===== src/pkg/uart_frame_pkg.sv =====
/*
  Constants, field positions and state types of the serial frame control block.
  Assumes a 32-bit Avalon-MM register bus with byte addresses.
*/
package uart_frame_pkg;
  // ----------------------------------------------------------------
  // Register map
  // ----------------------------------------------------------------
  localparam logic [4:0] STATUS_OFS = 5'h00;
  localparam logic [4:0] CTRL_ONE_OFS = 5'h04;
  localparam logic [4:0] CTRL_TWO_OFS = 5'h08;
  localparam logic [4:0] DATA_OFS = 5'h0c;
  localparam logic [4:0] DIVISOR_OFS = 5'h10;
  localparam logic [7:0] CTRL_ONE_RESET = 8'h00;
  localparam logic [7:0] CTRL_TWO_RESET = 8'h00;
  localparam logic [7:0] DIVISOR_RESET = 8'h00;
  // ----------------------------------------------------------------
  // Control one fields
  // ----------------------------------------------------------------
  localparam int GLOBAL_EN_BIT = 7;
  localparam int WORD_LEN_BIT = 6;
  localparam int PARITY_EN_BIT = 5;
  localparam int PARITY_TYPE_BIT = 4;
  localparam int STOP_SEL_BIT = 3;
  localparam int BREAK_BIT = 2;
  localparam int RX_NINTH_BIT = 1;
  localparam int TX_NINTH_BIT = 0;
  // ----------------------------------------------------------------
  // Control two fields
  // ----------------------------------------------------------------
  localparam int TX_EN_BIT = 7;
  localparam int RX_EN_BIT = 6;
  localparam int SPEED_BIT = 5;
  localparam int ADDR_DET_BIT = 4;
  localparam int RX_IRQ_EN_BIT = 2;
  // ----------------------------------------------------------------
  // Baud and frame timing
  // ----------------------------------------------------------------
  localparam logic [3:0] LAST_TICK = 4'hf;
  localparam logic [3:0] MID_TICK = 4'h7;
  localparam logic [1:0] LOW_SPEED_LAST = 2'h3;
  localparam logic [3:0] BREAK_BITS = 4'hd;
  localparam logic [3:0] LAST_BIT_EIGHT = 4'h7;
  localparam logic [3:0] LAST_BIT_NINE = 4'h8;
  typedef enum {TX_IDLE, TX_START, TX_DATA, TX_PARITY, TX_STOP, TX_BREAK} tx_state_t;
  typedef enum {RX_IDLE, RX_START, RX_DATA, RX_PARITY, RX_STOP} rx_state_t;
endpackage : uart_frame_pkg


===== src/logic/uart_frame_control.sv =====
/*
  Serial transceiver frame control with an Avalon-MM register slave.
  Assumes the receive input is synchronous to clock and idles high.
*/
// Our own choices: the address map and the Avalon-MM register port.
// Summary of operation
// - Global disable empties data buffers and restarts the baud counter.
// - Global disable clears transmit and receive enables, break and error flags; idle flags read set.
// - Global disable keeps all other settings so re-enable resumes them.
// - Clearing global enable aborts any frame in progress, then resets.
// - Word length select picks eight or nine data bits.
// - Parity bit is generated and checked only when parity is enabled.
// - Parity type zero is even, one is odd, both directions.
// - Stop select sends one stop bit when zero, two when one.
// - Break sends buffered data, then holds line low 13 bits until cleared.
// - Received ninth bit is readable; unused in eight-bit mode.
// - Written ninth bit is sent as ninth data bit in nine-bit mode.
// - Transmitter disable aborts, flushes transmit buffer and floats the pin.
// - Transmit pin driven only with transmitter and global enable set.
// - Receiver disable aborts reception and resets receive buffer.
// - Receiver works only with receiver and global enable set.
// - Speed select chooses high or low speed baud generation.
// - Bit rate is clock over 64 or 16 times divisor plus one.
// - Frame is start, data LSB first, optional parity, stop bits.
// - Address bit is data bit 7 or the ninth bit in nine-bit mode.
// - Receive request raised for each address word when enabled.
// - With address detect, words with address bit zero are dropped.
`timescale 1ns/1ps
module uart_frame_control #(
  parameter int DATA_W = 32
) (
  input wire logic clock, // System clock
  input wire logic resetn, // Asynchronous reset, active low
  input wire logic [4:0] address, // Byte address
  input wire logic read, // Read request
  input wire logic write, // Write request
  input wire logic [DATA_W-1:0] writedata, // Write data
  input wire logic [3:0] byteenable, // Byte lanes
  output logic [DATA_W-1:0] readdata, // Read data
  output logic waitrequest, // Stall
  input wire logic rxIn, // Receive line
  output logic txOut, // Transmit line level
  output logic txOe, // Transmit line enable
  output logic rxIrq // Receive request
);
  import uart_frame_pkg::*;

  if (DATA_W != 32) begin : g_check
    $error("uart_frame_control needs DATA_W of 32");
  end

  // ----------------------------------------------------------------
  // Reset release
  // ----------------------------------------------------------------
  logic [1:0] rstPipe_reg;
  logic rstn;
  always_ff @(posedge clock or negedge resetn) begin
    if (!resetn) rstPipe_reg <= 2'h0;
    else rstPipe_reg <= {rstPipe_reg[0], 1'b1};
  end
  assign rstn = rstPipe_reg[1];

  // ----------------------------------------------------------------
  // Bus slave
  // ----------------------------------------------------------------
  logic ack_reg, doWrite, doRead, lane0;
  logic [7:0] ctrlOne_reg, ctrlTwo_reg, divisor_reg, status;
  logic [7:0] txHold_reg, rxData_reg;
  logic txNinth_reg, rxNinth_reg, txFull_reg, rxAvail_reg;
  logic overrun_reg, framing_error_flag_reg, parity_error_flag_reg, noise_reg;
  tx_state_t txState;
  rx_state_t rxState;
  logic gen, txRun, rxRun, wlen;

  // One wait cycle per access
  assign waitrequest = (read | write) & ~ack_reg;
  assign doWrite = write & ack_reg;
  assign doRead = read & ack_reg;
  assign lane0 = byteenable[0];
  always_ff @(posedge clock or negedge rstn) begin
    if (!rstn) ack_reg <= 1'b0;
    else ack_reg <= (read | write) & ~ack_reg;
  end

  assign gen = ctrlOne_reg[GLOBAL_EN_BIT];
  assign wlen = ctrlOne_reg[WORD_LEN_BIT];
  assign txRun = gen & ctrlTwo_reg[TX_EN_BIT];
  assign rxRun = gen & ctrlTwo_reg[RX_EN_BIT];
  assign status = {parity_error_flag_reg, noise_reg, framing_error_flag_reg, overrun_reg,
                   rxState == RX_IDLE, rxAvail_reg,
                   !txFull_reg && txState == TX_IDLE, !txFull_reg};

  // Read data captured in the wait cycle
  always_ff @(posedge clock or negedge rstn) begin
    if (!rstn) readdata <= '0;
    else if (read & ~ack_reg) begin
      readdata <= '0;
      if (address == STATUS_OFS) readdata[7:0] <= status;
      else if (address == CTRL_ONE_OFS) begin
        readdata[7:0] <= {ctrlOne_reg[7:2], rxNinth_reg, 1'b0};
      end else if (address == CTRL_TWO_OFS) readdata[7:0] <= ctrlTwo_reg;
      else if (address == DATA_OFS) readdata[7:0] <= rxData_reg;
      else if (address == DIVISOR_OFS) readdata[7:0] <= divisor_reg;
    end
  end

  // Control one; disable drops break, keeps the rest
  always_ff @(posedge clock or negedge rstn) begin
    if (!rstn) ctrlOne_reg <= CTRL_ONE_RESET;
    else begin
      if (doWrite && lane0 && address == CTRL_ONE_OFS) ctrlOne_reg <= writedata[7:0];
      if (!gen) ctrlOne_reg[BREAK_BIT] <= 1'b0;
    end
  end

  // Ninth transmit bit, write only
  always_ff @(posedge clock or negedge rstn) begin
    if (!rstn) txNinth_reg <= 1'b0;
    else if (doWrite && lane0 && address == CTRL_ONE_OFS) begin
      txNinth_reg <= writedata[TX_NINTH_BIT];
    end
  end

  // Control two; disable drops both direction enables
  always_ff @(posedge clock or negedge rstn) begin
    if (!rstn) ctrlTwo_reg <= CTRL_TWO_RESET;
    else begin
      if (doWrite && lane0 && address == CTRL_TWO_OFS) ctrlTwo_reg <= writedata[7:0];
      if (!gen) begin
        ctrlTwo_reg[TX_EN_BIT] <= 1'b0;
        ctrlTwo_reg[RX_EN_BIT] <= 1'b0;
      end
    end
  end

  // Divisor, untouched by disable
  always_ff @(posedge clock or negedge rstn) begin
    if (!rstn) divisor_reg <= DIVISOR_RESET;
    else if (doWrite && lane0 && address == DIVISOR_OFS) divisor_reg <= writedata[7:0];
  end

  // ----------------------------------------------------------------
  // Baud generator: sixteen ticks per bit
  // ----------------------------------------------------------------
  logic [1:0] pre_reg;
  logic [7:0] baudCnt_reg;
  logic preHit, tick;
  assign preHit = ctrlTwo_reg[SPEED_BIT] || pre_reg == LOW_SPEED_LAST;
  assign tick = preHit && baudCnt_reg == divisor_reg;
  always_ff @(posedge clock or negedge rstn) begin
    if (!rstn) begin
      pre_reg <= 2'h0;
      baudCnt_reg <= 8'h00;
    end else if (!gen) begin
      pre_reg <= 2'h0;
      baudCnt_reg <= 8'h00;
    end else begin
      pre_reg <= preHit ? 2'h0 : pre_reg + 2'h1;
      if (preHit) baudCnt_reg <= tick ? 8'h00 : baudCnt_reg + 8'h01;
    end
  end

  // ----------------------------------------------------------------
  // Transmitter
  // ----------------------------------------------------------------
  logic [8:0] txShift_reg;
  logic [3:0] txTick_reg, txBit_reg, lastBit;
  logic txOut_reg, txLoad, txBitEnd, txParity_reg;
  assign lastBit = wlen ? LAST_BIT_NINE : LAST_BIT_EIGHT;
  assign txLoad = txRun && txState == TX_IDLE && txFull_reg && tick; // Start bit a full bit
  assign txBitEnd = tick && txTick_reg == LAST_TICK;
  assign txOut = txOut_reg;
  assign txOe = txRun;

  // Holding buffer: write sets, shift load empties
  always_ff @(posedge clock or negedge rstn) begin
    if (!rstn) begin
      txFull_reg <= 1'b0;
      txHold_reg <= 8'h00;
    end else if (!txRun) txFull_reg <= 1'b0;
    else if (doWrite && lane0 && address == DATA_OFS) begin
      txFull_reg <= 1'b1;
      txHold_reg <= writedata[7:0];
    end else if (txLoad) txFull_reg <= 1'b0;
  end

  // Frame sequencer
  always_ff @(posedge clock or negedge rstn) begin
    if (!rstn) begin
      txState <= TX_IDLE;
      txOut_reg <= 1'b1;
      txTick_reg <= 4'h0;
      txBit_reg <= 4'h0;
      txShift_reg <= 9'h000;
      txParity_reg <= 1'b0;
    end else if (!txRun) begin
      txState <= TX_IDLE;
      txOut_reg <= 1'b1;
      txTick_reg <= 4'h0;
      txBit_reg <= 4'h0;
    end else begin
      if (tick) txTick_reg <= txTick_reg + 4'h1;
      case (txState)
        TX_IDLE: begin
          txTick_reg <= 4'h0;
          txBit_reg <= 4'h0;
          if (txLoad) begin
            txShift_reg <= {wlen & txNinth_reg, txHold_reg};
            txParity_reg <= ^{wlen & txNinth_reg, txHold_reg}
                            ^ ctrlOne_reg[PARITY_TYPE_BIT];
            txOut_reg <= 1'b0;
            txState <= TX_START;
          end else if (ctrlOne_reg[BREAK_BIT] && !txFull_reg && tick) begin
            txOut_reg <= 1'b0;
            txState <= TX_BREAK;
          end
        end
        TX_START: begin
          if (txBitEnd) begin
            txOut_reg <= txShift_reg[0];
            txState <= TX_DATA;
          end
        end
        TX_DATA: begin
          if (txBitEnd) begin
            txShift_reg <= {1'b0, txShift_reg[8:1]};
            txBit_reg <= txBit_reg + 4'h1;
            if (txBit_reg == lastBit) begin
              txBit_reg <= 4'h0;
              if (ctrlOne_reg[PARITY_EN_BIT]) begin
                txOut_reg <= txParity_reg;
                txState <= TX_PARITY;
              end else begin
                txOut_reg <= 1'b1;
                txState <= TX_STOP;
              end
            end else txOut_reg <= txShift_reg[1];
          end
        end
        TX_PARITY: begin
          if (txBitEnd) begin
            txOut_reg <= 1'b1;
            txState <= TX_STOP;
          end
        end
        TX_STOP: begin
          if (txBitEnd) begin
            if (txBit_reg == 4'h0 && ctrlOne_reg[STOP_SEL_BIT]) txBit_reg <= 4'h1;
            else txState <= TX_IDLE;
          end
        end
        TX_BREAK: begin
          if (txBitEnd && txBit_reg != BREAK_BITS) txBit_reg <= txBit_reg + 4'h1;
          if (txBit_reg == BREAK_BITS && !ctrlOne_reg[BREAK_BIT]) begin
            txOut_reg <= 1'b1;
            txState <= TX_IDLE;
          end
        end
        default: txState <= TX_IDLE;
      endcase
    end
  end

  // ----------------------------------------------------------------
  // Receiver
  // ----------------------------------------------------------------
  logic [8:0] rxShift_reg;
  logic [3:0] rxTick_reg, rxBit_reg;
  logic [2:0] samp_reg;
  logic rxPrev_reg, rxDone_reg, rxPerrPend_reg, rxFerrPend_reg, rxNoisePend_reg;
  logic rxParity_reg, rxBitEnd, vote, noisy, addrBit, accept;
  logic [7:0] rxWord;
  logic rxWordNinth;
  assign rxBitEnd = tick && rxTick_reg == LAST_TICK;
  assign vote = (samp_reg[0] & samp_reg[1]) | (samp_reg[0] & samp_reg[2])
              | (samp_reg[1] & samp_reg[2]);
  assign noisy = !(&samp_reg) && |samp_reg;
  assign rxWord = wlen ? rxShift_reg[7:0] : rxShift_reg[8:1];
  assign rxWordNinth = wlen & rxShift_reg[8];
  assign addrBit = wlen ? rxWordNinth : rxWord[7];
  assign accept = rxDone_reg && (!ctrlTwo_reg[ADDR_DET_BIT] || addrBit);

  // Bit sampler and frame sequencer
  always_ff @(posedge clock or negedge rstn) begin
    if (!rstn) begin
      rxState <= RX_IDLE;
      rxPrev_reg <= 1'b1;
      rxTick_reg <= 4'h0;
      rxBit_reg <= 4'h0;
      samp_reg <= 3'h7;
      rxShift_reg <= 9'h000;
      rxParity_reg <= 1'b0;
      rxDone_reg <= 1'b0;
      rxPerrPend_reg <= 1'b0;
      rxFerrPend_reg <= 1'b0;
      rxNoisePend_reg <= 1'b0;
    end else if (!rxRun) begin
      rxState <= RX_IDLE;
      rxPrev_reg <= 1'b1;
      rxDone_reg <= 1'b0;
    end else begin
      rxPrev_reg <= rxIn;
      rxDone_reg <= 1'b0;
      if (tick) rxTick_reg <= rxTick_reg + 4'h1;
      if (tick && rxTick_reg >= MID_TICK && rxTick_reg <= MID_TICK + 4'h2) begin
        samp_reg <= {samp_reg[1:0], rxIn};
      end
      if (rxBitEnd && rxState != RX_IDLE && noisy) rxNoisePend_reg <= 1'b1;
      case (rxState)
        RX_IDLE: begin
          rxTick_reg <= 4'h0;
          rxBit_reg <= 4'h0;
          if (rxPrev_reg && !rxIn) begin
            rxNoisePend_reg <= 1'b0;
            rxParity_reg <= ctrlOne_reg[PARITY_TYPE_BIT];
            rxState <= RX_START;
          end
        end
        RX_START: begin
          if (rxBitEnd) rxState <= vote ? RX_IDLE : RX_DATA;
        end
        RX_DATA: begin
          if (rxBitEnd) begin
            rxShift_reg <= {vote, rxShift_reg[8:1]};
            rxParity_reg <= rxParity_reg ^ vote;
            rxBit_reg <= rxBit_reg + 4'h1;
            if (rxBit_reg == lastBit) begin
              rxState <= ctrlOne_reg[PARITY_EN_BIT] ? RX_PARITY : RX_STOP;
            end
          end
        end
        RX_PARITY: begin
          if (rxBitEnd) begin
            rxParity_reg <= rxParity_reg ^ vote;
            rxState <= RX_STOP;
          end
        end
        RX_STOP: begin
          if (rxBitEnd) begin
            rxPerrPend_reg <= ctrlOne_reg[PARITY_EN_BIT] & rxParity_reg;
            rxFerrPend_reg <= !vote;
            rxDone_reg <= 1'b1;
            rxState <= RX_IDLE;
          end
        end
        default: rxState <= RX_IDLE;
      endcase
    end
  end

  // Receive buffer and flags; a new word wins over a read clear
  always_ff @(posedge clock or negedge rstn) begin
    if (!rstn) begin
      rxAvail_reg <= 1'b0;
      overrun_reg <= 1'b0;
      framing_error_flag_reg <= 1'b0;
      parity_error_flag_reg <= 1'b0;
      noise_reg <= 1'b0;
      rxData_reg <= 8'h00;
      rxNinth_reg <= 1'b0;
    end else if (!rxRun) begin
      rxAvail_reg <= 1'b0;
      overrun_reg <= 1'b0;
      framing_error_flag_reg <= 1'b0;
      parity_error_flag_reg <= 1'b0;
      noise_reg <= 1'b0;
    end else begin
      if (doRead && address == DATA_OFS) begin
        rxAvail_reg <= 1'b0;
        overrun_reg <= 1'b0;
        framing_error_flag_reg <= 1'b0;
        parity_error_flag_reg <= 1'b0;
        noise_reg <= 1'b0;
      end
      if (accept) begin
        if (rxAvail_reg && !(doRead && address == DATA_OFS)) overrun_reg <= 1'b1;
        else begin
          rxAvail_reg <= 1'b1;
          rxData_reg <= rxWord;
          rxNinth_reg <= rxWordNinth;
          framing_error_flag_reg <= rxFerrPend_reg;
          parity_error_flag_reg <= rxPerrPend_reg;
          noise_reg <= rxNoisePend_reg;
        end
      end
    end
  end

  assign rxIrq = ctrlTwo_reg[RX_IRQ_EN_BIT] & (rxAvail_reg | overrun_reg);
endmodule : uart_frame_control


===== config.mk =====
export PLATFORM = sky130hd
export DESIGN_NAME = uart_frame_control
export DESIGN_NICKNAME = d
export VERILOG_FILES = /design/src/pkg/uart_frame_pkg.sv /design/src/logic/uart_frame_control.sv
export SDC_FILE = /design/constraint.sdc
export NUM_CORES = 1
export LEC_CHECK = 0
export BUFFER_PORTS_ARGS = -buffer_cell sky130_fd_sc_hd__buf_2
export CAP_MARGIN = 10
export CORE_UTILIZATION = 58
export CTS_CLUSTER_DIAMETER = 50
export DETAILED_ROUTE_END_ITERATION = 7
export MAX_ROUTING_LAYER = met4
export PLACE_DENSITY = 0.8
export SYNTH_ARGS = -nofsm -noshare
export SYNTH_HDL_FRONTEND = slang
export SYNTH_SLANG_ARGS = --single-unit

===== constraint.sdc =====
create_clock -name clock -period 4.65 [get_ports clock]
set_clock_uncertainty 0.2 [all_clocks]
set_input_delay 0 -clock clock [delete_from_list [all_inputs] [get_ports clock]]
set_output_delay 0 -clock clock [all_outputs]
set_load 0.01 [all_outputs]

==> results_dict.tcl, run 1 <==
set metrics [dict create \
    setup_tns_ns 0 \
    powerDensity_nw_per_um2 361 \
    power.leakage_nw 3.20 \
    core_um2 10400 \
    die-area_um2 11200 \
    groute.usage.overall_pct 29.7 \
    die_h_um 106 \
    path_max_fanout 9 \
    worstHoldPathType "input port to register" \
    multi_input_area_um2 3030 \
    cts_resized 0 \
    wl_per_cell_um 18.1 \
    reg2reg_depth 5 \
    p_clk_share_pct 51.5 \
    ys_async_sr_fraction_pct 100 \
    vdd_ir_drop_max_v 0.000315 \
    ys_seq_area_share_pct 47.3 \
    crit_required_ns 4.85 \
    synthToLayoutAreaGrowth_pct 16.2 \
    combPwrFrac_pct 6.4 \
    yosysWarnings 0 \
    cpPeakStageDelay_ns 0.85 \
    hpwlAfterDp_um 9540 \
    startpoint "ack_reg$_DFF_PN0_" \
    fp.dieW_um 106 \
    met1_length_um 6210 \
    slew_violations 0 \
    row_count 37 \
    setup_viol 0 \
    htreeDepth 4 \
    postSynthCellCount 620 \
    start_util_pct 60.3 \
    cts_setup_buffers 0 \
    antenna_found_initial 0 \
    switching_power_mw 0.619 \
    critical-path-top-delay-family "buffers and inverters" \
    hold_path_depth 7 \
    p_total_mw 2.63 \
    port-buffer-count 30 \
    regArea_um2 2960 \
    sw_frac_of_total_pct 23.6 \
    period_share_pct 62.3 \
    num_vias 5007 \
    grt_pass1_wl_um 24800 \
    max_cap_violations 0 \
    top_layer "met4" \
    final_common_cell "dfrtp_1" \
    drt_iter0_drc 420 \
    clockRootBuffer "clkbuf_8" \
    grt_pass1_vias 4995 \
    antenna_cells 0 \
    antenna_left 0 \
    relSlewSlack_pct 23.8 \
    holdBufCountCts 26 \
    dr.pass1.iters 5 \
    routed_via_density 6.09 \
    synth_area_per_cell_um2 10.1 \
    endpoint "txHold_reg[7]$_DFFE_PN0P_" \
    cts_made_buffers 17 \
    startpoint_type "register" \
    p_seq_share_pct 42.1 \
    ios 82 \
    nets 729 \
    cp_slowest_cell "dlygate4sd3_1" \
    layout_common_cells "dfrtp_1 (112), nand2_1 (60), nor2_1 (50), o21ai_0 (50), mux2_2 (38)" \
    synthFlopType "dfrtp_1" \
    tritoncts "built" \
    crit_type "register to register" \
    rr_startpoint "ack_reg$_DFF_PN0_" \
    yosysTopAreaCellShare_pct 45.2 \
    synth_largest_area_cell "dfrtp_1" \
    grt_setup_unrepaired "no" \
    finish.instance_area_um2 7270 \
    drive_gt1_share_pct 18.2 \
    synth_area_leaders "dfrtp_1 (45%), mux2_2 (6.8%), mux2i_1 (4.5%)" \
    critPathBufInv 2 \
    crit_cells 5 \
    met2_length_um 7280 \
    grt-ovfl-total 0 \
    wirelength_um 14900 \
    min_period_ns 2.90 \
    r2r_slack_ns 1.75 \
    clk_pin_slew_worst_paths_ns 0.06 \
    drc 0 \
    path_common_cell "dlygate4sd3_1" \
    grt_max_degree 77 \
    clockBufferDepth 2 \
    p_int_mw 2.01 \
    arrival_ns 3.10 \
    worstPathCellList "nand4_1 -> dlygate4sd3_1 -> nor3_4 -> dlygate4sd3_1 -> mux2_2" \
    tightestPinTransition_ns 1.14 \
    synth_edf_count 0 \
    fmax_ghz 0.345 \
    whs_ns 0.0679 \
    placed_cell_area_um2 6400 \
    hold_violations 0 \
    status "completed" \
    cts.sinks 118 \
    regToRegEndpoint "txHold_reg[7]$_DFFE_PN0P_" \
    nFillCells 698 \
    cp-end-kind "register" \
    gp_congestion 0.905 \
    ys_ff_latch 118 \
    post_synth_instance_area_um2 6260 \
    clk_latency_ns 0.52 \
    met3_length_um 923 \
    synth_cell_types 68 \
]
[through the flow]
stage / cells / worst slack (ns) / util, %
after floorplan: 643 / 0.928 / -
after global placement: 764 / 1.96 / 61.7
after detailed placement: 764 / 1.86 / 61.7
after CTS: 822 / 1.79 / 70.1
after global routing: 822 / 1.68 / 70.1
final: 822 / 1.75 / 70.1
[cell usage after synthesis, types with 8 or more instances]
cell      number
mux2_2        38
o21ai_0       50
nor2_1        50
xnor2_1       18
dfrtp_1      113
a21oi_1       27
clkbuf_1      10
buf_4         27
mux2i_1       28
ha_1          10
nor3_1         9
nand3_1       18
inv_1         15
nand2_1       60
buf_2          8
[routing by layer]
layer	up-vias	track usage (%)
met5	-	-
met3	40	6.74
met1	2459	36.6
met2	235	46.5
met4	0	14.3
li1	2273	-
[worst min-delay path by stage]
| stage | from | endpoint | slack [ns] |
|---|---|---|---|
| global route | rxIn | rxPrev_reg$_DFF_PN1_ | 0.07 |
| detailed placement | resetn | rstPipe_reg[1]$_DFF_PN0_ | -0.41 |
| floorplan | resetn | rstPipe_reg[0]$_DFF_PN0_ | -0.50 |
| global placement | resetn | rstPipe_reg[0]$_DFF_PN0_ | -0.42 |
| finish | address[0] | readdata[0]$_DFFE_PN0P_ | 0.07 |
| CTS | address[0] | readdata[0]$_DFFE_PN0P_ | 0.02 |
[power by group through the flow]
stage               logic (mW)  clock network, mW  registers [mW]
finish                   0.167               1.35            1.11
global route             0.181               1.40            1.11
CTS                      0.163               1.36            1.11
detailed placement       0.143                  0            1.12
global placement         0.139                  0            1.12
floorplan                0.108                  0            1.11
[worst min-delay path: stages]
cell,delay [ns]
buf_2,0.11
nor3_4,0.05
nand2_2,0.16
a21oi_1,0.06
a21oi_1,0.11
o32a_1,0.17
a21oi_1,0.07
[logic make-up after synthesis]
family | Yosys count | share of synthesized area, %
and+or+nand+nor | 195 | 15.9
AOI/OAI and AO/OA | 138 | 13.8
DFF | 118 | 47.3
muxes | 67 | 11.5
buffers and inverters | 64 | 5.74
xor gates and xnor gates | 25 | 3.50
adders and majority gates | 11 | 2.16
other | 2 | 0.120
[final cells by class]
type	count	share of cell area [%]
Clock buffer	18	5.89
Clock inverter	14	2.51
Inverter	17	0.878
Multi-Input combinational cell	461	41.8
Sequential cell	118	40.8
Tap cell	136	2.34
Timing Repair Buffer	58	5.85
Note: power is estimated with default switching activity, not from simulation.
==> run 2, diff against run 1 <==
- clock period: 4.65 -> 3 ns (I/O delays scaled with it)
==> results_dict.tcl, run 2 (synthesized netlist as in run 1, its figures left out) <==
set metrics [dict create \
    port-buffer-count 30 \
    layout_common_cells "dfrtp_1 (112), nand2_1 (60), nor2_1 (50), o21ai_0 (50), mux2_2 (38)" \
    worstHoldPathType "input port to register" \
    slew_violations 0 \
    arrival_ns 3.16 \
    status "completed" \
    crit_type "input port to register" \
    period_share_pct 96.6 \
    startpoint_type "input port" \
    ios 82 \
    relSlewSlack_pct 62.1 \
    hold_violations 0 \
    drc 0 \
    drt_iter0_drc 535 \
    routed_via_density 6.42 \
    dr.pass1.iters 5 \
    setup_viol 0 \
    crit_required_ns 3.26 \
    wirelength_um 16600 \
    cts_resized 0 \
    groute.usage.overall_pct 32.4 \
    grt.busiest_layer "met2" \
    setup_ws_ns 0.101 \
    clockRootBuffer "clkbuf_8" \
    powerDensity_nw_per_um2 553 \
    antenna_left 0 \
    setup_tns_ns 0 \
    die_h_um 106 \
    cts.sinks 118 \
    row_count 37 \
    htreeDepth 4 \
    antenna_found_initial 0 \
    use_met1_pct 38.3 \
    fp.dieW_um 106 \
    antenna_cells 0 \
    tightestPinTransition_ns 0.560 \
    final_common_cell "dfrtp_1" \
    p_total_mw 4.07 \
    drive_gt1_share_pct 19.4 \
    cp-end-kind "register" \
    min_period_ns 2.90 \
    pre_cts_ws_ns 0.611 \
    grt_pass1_vias 5393 \
    gp_congestion 0.936 \
    nets 740 \
    path_max_fanout 8 \
    die-area_um2 11200 \
    core_um2 10400 \
    tritoncts "built" \
    whs_ns 0.0404 \
    fmax_ghz 0.345 \
    grt-ovfl-total 0 \
    hpwlAfterDp_um 9800 \
    met2_usage_pct 49.6 \
    cts_made_buffers 17 \
    max_cap_violations 0 \
    start_util_pct 60.3 \
    vdd_ir_drop_max_v 0.000485 \
    grt_max_degree 56 \
    clk_latency_ns 0.53 \
    met3_usage_pct 8.04 \
    synthToLayoutAreaGrowth_pct 17.6 \
    grt_pass1_wl_um 26900 \
    wl_per_cell_um 19.9 \
    grt_setup_unrepaired "no" \
    num_vias 5346 \
    clockBufferDepth 2 \
    power.leakage_nw 3.24 \
    clk_pin_slew_worst_paths_ns 0.06 \
]
==> run 2: cell types whose count changed in the layout (fill, tap and decap cells not counted), sizes merged <==
| cell | previous run | this run |
|---|---|---|
| buf | 32 | 42 |
| clkinv | 7 | 6 |
| bufinv | 4 | 3 |
| inv | 15 | 17 |
| dlygate4sd3 | 26 | 27 |
==> run 2: layer usage <==
metal  routed length, um  vias up
met2                8060      357
met1                6320     2608
met5                   0        -
met4                 956        0
li1                    -     2290
met3                1270       91
==> run 2: worst max-delay path, cell delays in order <==
cell and delay, ns:
dlygate4sd3_1 0.53, buf_2 0.15, nor3_4 0.35, nand2b_1 0.22
nor2_2 0.42, nand2_1 0.14, dlygate4sd3_1 0.62, o21ai_0 0.11
dlygate4sd3_1 0.62
==> run 2: cell type report <==
| cell class | instances | area, um^2 |
|---|---|---|
| multi-input cells | 461 | 3030 |
| fillers | 655 | 3010 |
| flip-flops and latches | 118 | 2960 |
| repair buffers | 69 | 523 |
| clock buffers | 18 | 428 |
| clock inverters | 14 | 176 |
| well taps | 136 | 170 |
| inverters | 17 | 63.8 |
==> run 2: where the power goes <==
group | switching [mW] | internal [mW] | leakage, nW | total [mW]
combinational | 0.173 | 0.114 | 1.38 | 0.287
clock | 0.790 | 1.29 | 0.280 | 2.08
sequential | 0.0594 | 1.64 | 1.58 | 1.70
==> run 2: final timing paths <==
path / start / end / slack, ns / depth (start not counted)
min in group asynchronous: rstPipe_reg[1]$_DFF_PN0_ / txHold_reg[2]$_DFFE_PN0P_ / 0.09 / 0
worst min-delay path: rxIn / rxPrev_reg$_DFF_PN1_ / 0.04 / 3
max in group asynchronous: rstPipe_reg[1]$_DFF_PN0_ / rxBit_reg[3]$_DFFE_PN0P_ / 1.72 / 1
worst max register to register: ack_reg$_DFF_PN0_ / ctrlOne_reg[5]$_DFFE_PN0P_ / 0.12 / 6
worst min register to register: rstPipe_reg[1]$_DFF_PN0_ / txHold_reg[2]$_DFFE_PN0P_ / 0.09 / 0
worst max-delay path: address[4] / ctrlOne_reg[5]$_DFFE_PN0P_ / 0.10 / 9
==> run 2: repair_timing <==
| action | 4_1_cts | 5_1_grt |
|---|---|---|
| hold endpoints to repair | 53 | 0 |
| setup endpoints to repair | 0 | 1 |
| setup buffers | 0 | 3 |
| hold buffers | 27 | 0 |
==> run 2: metrics by stage <==
step                utilization (%)  std cells  instance area (um^2)
floorplan                         -        643                  6340
global placement               62.3        771                  6460
detailed placement             62.3        771                  6460
CTS                            70.7        830                  7340
global route                   71.0        833                  7360
finish                         71.0        833                  7360
